==> src/inc/ies_pkg.sv <==
/*
 i2c event logic and serial clock synchroniser: shared constants and types.
 assumes an apb slave on mclk and event strobes from the rest of the controller.
*/
// Overview of operation
// - a falling scl edge in the high phase restarts low count
// - high phase waits until scl really high
// - slowest low and fastest high shape scl
// - stretched scl low stalls our generator
// - seven events merged into one interrupt
// - flag always sets; enable gates the request
// - source read clears flag, except four flags
// - after read, arbiter loads next pending code
// - tx_ready when holding copied to shift
// - ten-bit repeat transmit: tx_ready after start
// - rx_ready when shift copied to holding
// - access ready when programmed values consumed
// - no_ack while master transmitter gets nack
// - arb_lost when arbitration contest lost
// - stop_seen on every stop condition
// - addressed when own address or general call
// - arbitration loss leaves master mode, flags
// - run bit low clears flags, releases pins
package ies_pkg;
   localparam int ADDR_W = 8;
   localparam int NUM_EV = 7;
   localparam int DIV_W = 8;

   // register byte offsets
   localparam logic [ADDR_W-1:0] OFS_CTRL = 8'h00;
   localparam logic [ADDR_W-1:0] OFS_DIV = 8'h04;
   localparam logic [ADDR_W-1:0] OFS_FLAG = 8'h08;
   localparam logic [ADDR_W-1:0] OFS_ENABLE = 8'h0C;
   localparam logic [ADDR_W-1:0] OFS_SOURCE = 8'h10;
   localparam logic [ADDR_W-1:0] OFS_STATUS = 8'h14;

   // control register fields
   localparam int CTRL_RUN_BIT = 0;
   localparam int CTRL_TEN_BIT = 1;
   localparam int CTRL_OWN_LSB = 8;
   // divider register fields
   localparam int DIV_LOW_LSB = 0;
   localparam int DIV_HIGH_LSB = 8;
   // status register fields
   localparam int STAT_MASTER_BIT = 0;
   localparam int STAT_SCL_BIT = 1;
   localparam int STAT_SDA_BIT = 2;
   localparam int STAT_GEN_LSB = 4;

   // flag bit positions, lowest index wins arbitration
   localparam int FL_ARB_LOST = 0;
   localparam int FL_NO_ACK = 1;
   localparam int FL_ACCESS = 2;
   localparam int FL_RX_READY = 3;
   localparam int FL_TX_READY = 4;
   localparam int FL_STOP = 5;
   localparam int FL_ADDRESSED = 6;
   // flags that a source read leaves set
   localparam logic [NUM_EV-1:0] READ_KEEP_MASK = 7'h5C;

   // reset values
   localparam logic [DIV_W-1:0] RST_LOW_DIV = 8'h0A;
   localparam logic [DIV_W-1:0] RST_HIGH_DIV = 8'h0A;
   localparam logic [6:0] RST_OWN_ADDR = 7'h00;
   localparam logic [2:0] CODE_NONE = 3'h0;

   typedef enum logic [1:0] {GEN_IDLE, GEN_LOW, GEN_WAIT, GEN_HIGH} ies_gen_e;

   typedef struct packed {
      logic tx_copy;
      logic rx_copy;
      logic access_done;
      logic nack;
      logic arb_lost;
      logic stop_seen;
      logic start_sent;
      logic master_start;
      logic master_tx;
      logic repeat_mode;
      logic addr_valid;
      logic [6:0] addr;
   } ies_events_s;
endpackage

==> src/hdl/ies_top.sv <==
/*
 i2c event flags, interrupt arbiter and wired-and serial clock generator.
 assumes apb master on mclk, event strobes from same-clock controller logic,
 and open-drain scl/sda pins resolved outside.
*/
`timescale 1ns/10ps
module ies_top (
   input wire logic mclk,
   input wire logic rst_n,
   input wire logic psel,
   input wire logic penable,
   input wire logic pwrite,
   input wire logic [ies_pkg::ADDR_W-1:0] paddr,
   input wire logic [31:0] pwdata,
   output logic [31:0] prdata,
   output logic pready,
   output logic pslverr,
   input wire ies_pkg::ies_events_s ev,
   input wire logic sda_drive_low,
   input wire logic scl_i,
   output logic scl_o,
   output logic scl_oe,
   input wire logic sda_i,
   output logic sda_o,
   output logic sda_oe,
   output logic master_active,
   output logic irq
);
   typedef struct packed {
      logic run;
      logic ten_bit;
      logic [6:0] own_addr;
      logic [ies_pkg::DIV_W-1:0] low_div;
      logic [ies_pkg::DIV_W-1:0] high_div;
      logic [ies_pkg::NUM_EV-1:0] flags;
      logic [ies_pkg::NUM_EV-1:0] enables;
      logic [2:0] code;
      logic master;
      ies_pkg::ies_gen_e gen;
      logic [ies_pkg::DIV_W-1:0] cnt;
      logic scl_prev;
      logic [31:0] rdata;
   } ies_state_s;

   ies_state_s st_reg;
   ies_state_s st_next;

   logic scl_s;
   logic sda_s;
   logic setup_ph;
   logic access_ph;
   logic wr_acc;
   logic rd_acc;
   logic mapped;
   logic src_read;
   logic scl_fell;
   logic [ies_pkg::NUM_EV-1:0] pending;
   logic [ies_pkg::NUM_EV-1:0] set_ev;

   ies_sync2 #(.W(2), .RST_VAL(2'h3)) u_pin_sync (
      .mclk(mclk),
      .rst_n(rst_n),
      .async_in({scl_i, sda_i}),
      .sync_out({scl_s, sda_s})
   );

   // lowest flag index has the highest priority
   function automatic logic [2:0] pick_code(input logic [ies_pkg::NUM_EV-1:0] req);
      logic [2:0] c;
      c = ies_pkg::CODE_NONE;
      for (int i = ies_pkg::NUM_EV - 1; i >= 0; i--) begin
         if (req[i]) begin
            c = 3'(i + 1);
         end
      end
      return c;
   endfunction

   function automatic logic [ies_pkg::NUM_EV-1:0] code_bit(input logic [2:0] c);
      logic [ies_pkg::NUM_EV-1:0] b;
      b = '0;
      if (c != ies_pkg::CODE_NONE) begin
         b[c - 3'h1] = 1'b1;
      end
      return b;
   endfunction

   assign setup_ph = psel && !penable;
   assign access_ph = psel && penable;
   assign mapped = (paddr == ies_pkg::OFS_CTRL) || (paddr == ies_pkg::OFS_DIV) ||
                   (paddr == ies_pkg::OFS_FLAG) || (paddr == ies_pkg::OFS_ENABLE) ||
                   (paddr == ies_pkg::OFS_SOURCE) || (paddr == ies_pkg::OFS_STATUS);
   assign wr_acc = access_ph && pwrite && mapped;
   assign rd_acc = access_ph && !pwrite && mapped;
   assign src_read = rd_acc && (paddr == ies_pkg::OFS_SOURCE);
   assign scl_fell = st_reg.scl_prev && !scl_s;
   assign pending = st_reg.flags & st_reg.enables;

   // hardware event sources; all gated by the run bit
   always_comb begin
      set_ev = '0;
      set_ev[ies_pkg::FL_ARB_LOST] = ev.arb_lost;
      set_ev[ies_pkg::FL_NO_ACK] = ev.nack && st_reg.master && ev.master_tx;
      set_ev[ies_pkg::FL_ACCESS] = ev.access_done;
      set_ev[ies_pkg::FL_RX_READY] = ev.rx_copy;
      // ten-bit repeat transmit fires before any ack is known
      set_ev[ies_pkg::FL_TX_READY] = ev.tx_copy ||
         (ev.start_sent && st_reg.master && ev.master_tx && ev.repeat_mode &&
          st_reg.ten_bit);
      set_ev[ies_pkg::FL_STOP] = ev.stop_seen;
      set_ev[ies_pkg::FL_ADDRESSED] = ev.addr_valid &&
         ((ev.addr == st_reg.own_addr) || (ev.addr == 7'h00));
   end

   always_comb begin
      st_next = st_reg;
      st_next.scl_prev = scl_s;

      // apb writes
      if (wr_acc) begin
         case (paddr)
            ies_pkg::OFS_CTRL: begin
               st_next.run = pwdata[ies_pkg::CTRL_RUN_BIT];
               st_next.ten_bit = pwdata[ies_pkg::CTRL_TEN_BIT];
               st_next.own_addr = pwdata[ies_pkg::CTRL_OWN_LSB +: 7];
            end
            ies_pkg::OFS_DIV: begin
               st_next.low_div = pwdata[ies_pkg::DIV_LOW_LSB +: ies_pkg::DIV_W];
               st_next.high_div = pwdata[ies_pkg::DIV_HIGH_LSB +: ies_pkg::DIV_W];
            end
            ies_pkg::OFS_ENABLE: begin
               st_next.enables = pwdata[ies_pkg::NUM_EV-1:0];
            end
            default: begin
            end
         endcase
      end

      // flags: software clears first, hardware sets win
      if (wr_acc && (paddr == ies_pkg::OFS_FLAG)) begin
         st_next.flags = st_next.flags & ~pwdata[ies_pkg::NUM_EV-1:0];
      end
      if (src_read) begin
         // clear what software was shown, not what may have changed since
         st_next.flags = st_next.flags &
            ~(code_bit(st_reg.rdata[2:0]) & ~ies_pkg::READ_KEEP_MASK);
      end
      if (st_reg.run) begin
         st_next.flags = st_next.flags | set_ev;
      end

      // master mode
      if (ev.master_start && st_reg.run) begin
         st_next.master = 1'b1;
      end
      if (ev.arb_lost || ev.stop_seen) begin
         st_next.master = 1'b0;
      end

      // source code and arbiter
      if (src_read) begin
         st_next.code = ies_pkg::CODE_NONE;
      end else if (st_reg.code != ies_pkg::CODE_NONE) begin
         if ((code_bit(st_reg.code) & pending) == '0) begin
            st_next.code = ies_pkg::CODE_NONE;
         end
      end else begin
         st_next.code = pick_code(pending);
      end

      // serial clock generator
      case (st_reg.gen)
         ies_pkg::GEN_IDLE: begin
            st_next.cnt = '0;
            if (st_reg.run && st_reg.master) begin
               st_next.gen = ies_pkg::GEN_LOW;
            end
         end
         ies_pkg::GEN_LOW: begin
            st_next.cnt = st_reg.cnt + 8'h01;
            if (st_reg.cnt >= st_reg.low_div) begin
               st_next.gen = ies_pkg::GEN_WAIT;
               st_next.cnt = '0;
            end
         end
         ies_pkg::GEN_WAIT: begin
            // line may be held by a slower device or a stretching slave
            st_next.cnt = '0;
            if (scl_s) begin
               st_next.gen = ies_pkg::GEN_HIGH;
            end
         end
         ies_pkg::GEN_HIGH: begin
            st_next.cnt = st_reg.cnt + 8'h01;
            if (scl_fell) begin
               st_next.gen = ies_pkg::GEN_LOW;
               st_next.cnt = '0;
            end else if (st_reg.cnt >= st_reg.high_div) begin
               st_next.gen = ies_pkg::GEN_LOW;
               st_next.cnt = '0;
            end
         end
         default: begin
            st_next.gen = ies_pkg::GEN_IDLE;
            st_next.cnt = '0;
         end
      endcase
      if (!st_next.master) begin
         st_next.gen = ies_pkg::GEN_IDLE;
      end

      // module held off: flags default, master dropped, generator idle
      if (!st_reg.run) begin
         st_next.flags = '0;
         st_next.master = 1'b0;
         st_next.code = ies_pkg::CODE_NONE;
         st_next.gen = ies_pkg::GEN_IDLE;
         st_next.cnt = '0;
      end

      // read data is latched in the setup phase
      if (setup_ph) begin
         st_next.rdata = '0;
         case (paddr)
            ies_pkg::OFS_CTRL: begin
               st_next.rdata[ies_pkg::CTRL_RUN_BIT] = st_reg.run;
               st_next.rdata[ies_pkg::CTRL_TEN_BIT] = st_reg.ten_bit;
               st_next.rdata[ies_pkg::CTRL_OWN_LSB +: 7] = st_reg.own_addr;
            end
            ies_pkg::OFS_DIV: begin
               st_next.rdata[ies_pkg::DIV_LOW_LSB +: ies_pkg::DIV_W] = st_reg.low_div;
               st_next.rdata[ies_pkg::DIV_HIGH_LSB +: ies_pkg::DIV_W] = st_reg.high_div;
            end
            ies_pkg::OFS_FLAG: begin
               st_next.rdata[ies_pkg::NUM_EV-1:0] = st_reg.flags;
            end
            ies_pkg::OFS_ENABLE: begin
               st_next.rdata[ies_pkg::NUM_EV-1:0] = st_reg.enables;
            end
            ies_pkg::OFS_SOURCE: begin
               st_next.rdata[2:0] = st_reg.code;
            end
            ies_pkg::OFS_STATUS: begin
               st_next.rdata[ies_pkg::STAT_MASTER_BIT] = st_reg.master;
               st_next.rdata[ies_pkg::STAT_SCL_BIT] = scl_s;
               st_next.rdata[ies_pkg::STAT_SDA_BIT] = sda_s;
               st_next.rdata[ies_pkg::STAT_GEN_LSB +: 2] = st_reg.gen;
            end
            default: begin
            end
         endcase
      end
   end

   always_ff @(posedge mclk or negedge rst_n) begin
      if (!rst_n) begin
         st_reg.run <= 1'b0;
         st_reg.ten_bit <= 1'b0;
         st_reg.own_addr <= ies_pkg::RST_OWN_ADDR;
         st_reg.low_div <= ies_pkg::RST_LOW_DIV;
         st_reg.high_div <= ies_pkg::RST_HIGH_DIV;
         st_reg.flags <= '0;
         st_reg.enables <= '0;
         st_reg.code <= ies_pkg::CODE_NONE;
         st_reg.master <= 1'b0;
         st_reg.gen <= ies_pkg::GEN_IDLE;
         st_reg.cnt <= '0;
         st_reg.scl_prev <= 1'b1;
         st_reg.rdata <= '0;
      end else begin
         st_reg <= st_next;
      end
   end

   // zero-wait slave; unmapped addresses answer with an error
   assign pready = 1'b1;
   assign pslverr = access_ph && !mapped;
   assign prdata = st_reg.rdata;
   assign irq = (st_reg.code != ies_pkg::CODE_NONE);
   assign master_active = st_reg.master;
   // open drain: only ever pull low
   assign scl_o = 1'b0;
   assign scl_oe = (st_reg.gen == ies_pkg::GEN_LOW);
   assign sda_o = 1'b0;
   assign sda_oe = st_reg.run && sda_drive_low;
endmodule

==> src/hdl/ies_sync2.sv <==
/*
 two-flop synchroniser for asynchronous levels.
 assumes the input may change at any time relative to mclk.
*/
`timescale 1ns/10ps
module ies_sync2 #(
   parameter int W = 1,
   parameter logic [W-1:0] RST_VAL = '1
) (
   input wire logic mclk,
   input wire logic rst_n,
   input wire logic [W-1:0] async_in,
   output logic [W-1:0] sync_out
);
   typedef struct packed {
      logic [W-1:0] ff1;
      logic [W-1:0] ff2;
   } ies_sync_s;

   ies_sync_s st_reg;
   ies_sync_s st_next;

   // first stage feeds only the second stage
   always_comb begin
      st_next.ff1 = async_in;
      st_next.ff2 = st_reg.ff1;
   end

   always_ff @(posedge mclk or negedge rst_n) begin
      if (!rst_n) begin
         st_reg <= {RST_VAL, RST_VAL};
      end else begin
         st_reg <= st_next;
      end
   end

   assign sync_out = st_reg.ff2;
endmodule

==> config.mk <==
export PLATFORM = sky130hd
export DESIGN_NAME = ies_top
export DESIGN_NICKNAME = d
export VERILOG_FILES = /design/src/inc/ies_pkg.sv /design/src/hdl/ies_top.sv /design/src/hdl/ies_sync2.sv
export SDC_FILE = /design/constraint.sdc
export NUM_CORES = 1
export LEC_CHECK = 0
export ABC_AREA = 0
export BUFFER_PORTS_ARGS = -buffer_cell sky130_fd_sc_hd__buf_2
export CAP_MARGIN = 20
export CORE_ASPECT_RATIO = 1.2
export CORE_MARGIN = 8
export CORE_UTILIZATION = 45
export DETAILED_ROUTE_END_ITERATION = 12
export PLACE_DENSITY_LB_ADDON = 0.25
export SLEW_MARGIN = 5
export SYNTH_ARGS = -nofsm -noshare
export SYNTH_HDL_FRONTEND = slang
export SYNTH_SLANG_ARGS = --single-unit
==> constraint.sdc <==
create_clock -name mclk -period 1.8 [get_ports mclk]
set_input_delay 0.27 -clock mclk [delete_from_list [all_inputs] [get_ports mclk]]
set_output_delay 0.27 -clock mclk [all_outputs]
set_load 0.005 [all_outputs]
==> out/results.ini, run 1 <==
[timing]
setup_ws_ps = -26.5
hold_ws_ps = 26.9
fin_skew_ps = 6.66
period_share = 1.01
slew_headroom = 0.623
period_minus_slack_ps = 1830
setup_viol = 8
rsz0062_at_grt = yes
final_max_slew_viol_count = 0
worstMarginPinSlew_ps = 565
max_freq_ghz = 0.547
hold_violations = 0

[floorplanning]
dieArea_sq_mm = 0.0131
core_area_sq_mm = 0.00952
die_w_um = 106
initial_core_util = 0.460
num_rows = 39
num_io_pins = 106
die_y_um = 124

[finish]
nFillCells = 839
layout.nets = 586
drive_above_1_share = 0.375
n_antenna_cell = 0
fin_cells = 627
largest_reg_flops = 53
area_growth_pct = 21.3

[critical_path]
path_cells = inv_2, ha_4, o21a_1, nor2_1, o311a_1, o211ai_1, buf_4, nor2_1
crit_family = compound AO/OA/AOI/OAI gates
cp.required_ps = 2020
rr_worst_depth = 8
rr_endpoint = st_reg[35]$_DFF_PN0_
ff2ff_setup_slack_ps = -30
cp_common_cell = nor2_1
crit_buf_inv = 2
cpMaxStageDelayCell = dfstp_2
rr_startpoint = st_reg[72]$_DFFE_PN1P_
cp-start-kind = flop
crit_path_max_fanout = 8
critPathMaxStageDelay_ps = 530
critPathKind = reg -> reg
critPathCaptureType = flop
critPathArrivalTime_ps = 2050

[synthesis]
synth_edf_count = 0
ys_types = 61
syn_inst = 409
synth_warnings = 0
synth-seq-cells = 74
syn_area_per_cell_sq_um = 10.7
synthFlopType = dfrtp_1
async_flop_share = 1.00
seq_area_frac_synth = 0.426
synth_area_sq_mm = 0.00437

[drt]
postRouteAntennaNets = 0
vias_per_cell = 5.33
drt-initial-drc-count = 154
drt-total-wl_um = 10700
avgRoutedWirePerCell_um = 17.0
first_pass_iters = 7
drc = 0
dr_total_vias = 3340

[grt]
grt_max_degree = 33
grt_pass1_wl_um = 17300
antenna_found_initial = 0
grt-ovfl-total = 0
track_usage = 0.166
grt_pass1_vias = 3514

[min_path]
worstHoldStart = sda_i
hold_end = u_pin_sync.st_next[0]$_DFF_PN1_
hold_depth = 1
hold_class = in -> reg

[place]
gp_routability_congestion = 0.883
port_buffers = 70
dp_hpwl_um = 8450
dp_cells = 609

[outcome]
status = finished with violations
violations = setup timing

[flow_run]
drv_cap = 0

[clock_tree]
cts_tree = done
htree_levels = 3
ctsRootBufferMaster = clkbuf_16
clock_latency_ps = 330
clock-sinks = 74
ctsLongestPathBuffers = 2
cts.clk_slew.worst_paths_ps = 60
numCtsBuffers = 9

[power]
vdd_drop_max_mv = 0.634
leakage_uw = 0.00262
p_per_area_mw_per_mm2 = 711
p_total_uw = 3770

==> Yosys cell counts, drive strengths merged, types with 8 or more instances <==
cell    number  area (sq um)
and2         9          56.3
nand2b       9          56.3
nand2       28           118
nor2        17          66.3
xnor2        8          70.1
inv         28           105
a21oi       12          60.1
o21ai       12          60.1
ha          21           263
nand3       17          90.1
dfstp        9           236
mux2        33           409
buf         42           315
dfrtp       65          1630
==> repair_timing <==
action / in CTS / in global routing
hold buffers: 1 / 0
setup endpoints to repair: 9 / 13
setup buffers: 1 / 0
endpoints found under the hold margin: 13 / 0
pin swaps: 4 / 2
gates resized for setup: 6 / 8
==> cell type report <==
class | count | area (sq um) | area share
Clock buffer | 10 | 239 | 0.0450
Clock inverter | 6 | 65.1 | 0.0123
Inverter | 28 | 105 | 0.0198
Multi-Input combinational cell | 279 | 2220 | 0.419
Sequential cell | 74 | 1860 | 0.351
Tap cell | 123 | 154 | 0.0290
Timing Repair Buffer | 107 | 656 | 0.124
==> how the worst max path moves through the flow <==
stage | from | to | slack (ps) | depth (start not counted)
final | st_reg[72]$_DFFE_PN1P_ | st_reg[35]$_DFF_PN0_ | -30 | 8
after detailed placement | st_reg[72]$_DFFE_PN1P_ | st_reg[36]$_DFF_PN0_ | -310 | 7
after floorplan | st_reg[72]$_DFFE_PN1P_ | st_reg[33]$_DFF_PN0_ | -80 | 7
after CTS | st_reg[72]$_DFFE_PN1P_ | st_reg[33]$_DFF_PN0_ | 10 | 8
after global routing | st_reg[33]$_DFF_PN0_ | st_reg[33]$_DFF_PN0_ | -160 | 8
after global placement | st_reg[72]$_DFFE_PN1P_ | st_reg[33]$_DFF_PN0_ | -210 | 7
==> worst register-to-register path: stages (launching register included) <==
cell	delay (ps)
dfstp_2	530
inv_2	50
ha_4	250
o21a_1	110
nor2_1	40
o311a_1	330
o211ai_1	160
buf_4	190
nor2_1	50
==> where the power goes <==
group,switching (uW),internal (uW)
Combinational,144,109
Sequential,15.0,1690
Clock,701,1110
==> metal layers <==
layer / vias up / track usage / share of wire
li1: 1597 / - / -
met1: 1618 / 0.205 / 0.44
met2: 110 / 0.273 / 0.48
met3: 15 / 0.0455 / 0.064
met4: 0 / 0.0581 / 0.017
met5: - / 0 / 0
==> cells by family (layout without fill, tap and decap cells) <==
kind of cell	Yosys count	count (layout)	share of synthesized area
AOI/OAI and AO/OA	81	81	0.132
adders and majority gates	21	21	0.0601
xor gates and xnor gates	15	15	0.0300
and+or+nand+nor	101	101	0.130
muxes	42	42	0.121
buffers and inverters	73	151	0.0987
other	2	19	0.00172
DFF	74	74	0.426
==> placed cells by master, fill, tap and decap left out, drive strengths merged, types with 17 or more instances in the layout <==
master	n
buf	106
conb	19
dfrtp	65
ha	21
inv	29
mux2	33
nand2	28
nand3	17
nor2	17
==> through the flow <==
| step | setup WS (ps) | util | cell area (sq um) | setup TNS (ps) |
|---|---|---|---|---|
| 2_1_floorplan | -77.9 | - | 4450 | -483 |
| 3_3_place_gp | -213 | 0.517 | 4910 | -1550 |
| 3_5_place_dp | -309 | 0.517 | 4910 | -2300 |
| 4_1_cts | 10.5 | 0.553 | 5260 | 0 |
| 5_1_grt | -160 | 0.558 | 5310 | -1290 |
| 6_report | -26.5 | 0.558 | 5310 | -183 |
(Power assumes the default switching activity.)
==> inputs of run 2 (changes only) <==
==> constraint.sdc (replaced) <==
create_clock -name mclk -period 1.9 [get_ports mclk]
set_input_delay 0.285 -clock mclk [delete_from_list [all_inputs] [get_ports mclk]]
set_output_delay 0.285 -clock mclk [all_outputs]
set_load 0.005 [all_outputs]
==> out/results.ini, run 2 (synthesized netlist as in run 1, its figures left out) <==
[min_path]
hold_class = in -> reg

[critical_path]
crit_path_max_fanout = 8
critPathArrivalTime_ps = 2070
critPathCaptureType = flop
ff2ff_setup_slack_ps = 50
critPathKind = reg -> reg
cp.required_ps = 2120
cp-start-kind = flop

[clock_tree]
ctsLongestPathBuffers = 2
cts.clk_slew.worst_paths_ps = 60
numCtsBuffers = 9
clock_latency_ps = 330
ctsRootBufferMaster = clkbuf_16
cts_tree = done
clock-sinks = 74
htree_levels = 3

[timing]
slew_headroom = 0.544
period_minus_slack_ps = 1850
final_max_slew_viol_count = 0
worstMarginPinSlew_ps = 684
setup_ws_ps = 54.1
fin_skew_ps = 7.74
max_freq_ghz = 0.542
hold_violations = 0
tns_ps = 0
setup_viol = 0
period_share = 0.972

[outcome]
status = completed

[finish]
n_antenna_cell = 0
stdcell_area_sq_mm = 0.00529
drive_above_1_share = 0.372
final_cell_mix = 70 x buf_2, 65 x dfrtp_1, 27 x buf_4
area_growth_pct = 21.1
largest_reg_flops = 53
layout.nets = 579
mostFrequentLayoutCell = buf_2
fin_cells = 620

[place]
dp_hpwl_um = 8340
post-place-ws_ps = -249
gp_routability_congestion = 0.835
port_buffers = 70
placed_cell_area_sq_mm = 0.00483
dp_cells = 599

[power]
power_switching_uw = 795
p_per_area_mw_per_mm2 = 695
swShare = 0.216
leakage_uw = 0.00260
combPwrFrac = 0.065
p_int_uw = 2880
p_total_uw = 3680
vdd_drop_max_mv = 0.471
seqPwrFrac = 0.439
p_clk_frac = 0.496

[drt]
dr_total_vias = 3310
drc = 0
drt-total-wl_um = 10800
drt-initial-drc-count = 144
vias_per_cell = 5.34
postRouteAntennaNets = 0
first_pass_iters = 4
avgRoutedWirePerCell_um = 17.5

[floorplanning]
num_rows = 39
die_y_um = 124
die_w_um = 106
dieArea_sq_mm = 0.0131
initial_core_util = 0.460
core_area_sq_mm = 0.00952
num_io_pins = 106

[grt]
grt_max_degree = 29
grt_pass1_wl_um = 17500
grt-ovfl-total = 0
track_usage = 0.169
grt_pass1_vias = 3417
antenna_found_initial = 0

[flow_run]
drv_cap = 0

[run 2: critical path, stage by stage, from the launching register on]
cell and delay [ps]:
dfstp_2 540, inv_2 50, ha_4 260, o21a_1 130, nor2_1 40, o311a_1 300
o211ai_1 160, buf_4 200, nor2_1 50
[run 2: final timing paths]
kind	start	depth (start not counted)	end
setup / recovery	st_reg[72]$_DFFE_PN1P_	8	st_reg[38]$_DFF_PN0_
hold / removal	scl_i	1	u_pin_sync.st_next[1]$_DFF_PN1_
setup reg to reg	st_reg[72]$_DFFE_PN1P_	8	st_reg[38]$_DFF_PN0_
hold reg to reg	u_pin_sync.st_next[0]$_DFF_PN1_	0	u_pin_sync.sync_out[0]$_DFF_PN1_
max in group asynchronous	rst_n	3	st_reg[62]$_DFFE_PN1P_
min in group asynchronous	rst_n	2	st_reg[34]$_DFF_PN0_
[run 2: through the flow]
step	hold slack, ps	util
after floorplan	-10.6	-
after global placement	315	0.507
after detailed placement	322	0.507
after CTS	37.9	0.544
after global routing	40.9	0.556
final	49.0	0.556
[run 2: area by class of cell]
class | instances | area (sq um)
Clock buffer | 11 | 243
Clock inverter | 5 | 77.6
Fill cell | 853 | 4220
Inverter | 28 | 105
Multi-Input combinational cell | 279 | 2250
Sequential cell | 74 | 1860
Tap cell | 123 | 154
Timing Repair Buffer | 100 | 603
[run 2: power groups by stage]
stage          clock network (uW)  logic (uW)  registers, uW
4_1_cts                      1850         239           1610
6_report                     1820         240           1610
3_5_place_dp                    0         236           1640
3_3_place_gp                    0         230           1640
2_1_floorplan                   0         127           1630
5_1_grt                      1930         268           1610
[run 2: layer usage]
metal  wire (um)  vias to the layer above  GRT usage
li1            -                     1585          -
met1        4650                     1611      0.213
met2        5270                       98      0.279
met3         753                       16     0.0440
met4         161                        0     0.0511
met5           0                        -          0
[run 2: timing repair]
action,in CTS,in global routing
hold buffers,1,0
endpoints found under the hold margin,18,0
gates resized for setup,2,17
gates cloned,0,0
buffers inserted,2,2
pin swaps,3,10
setup endpoints to repair,8,12
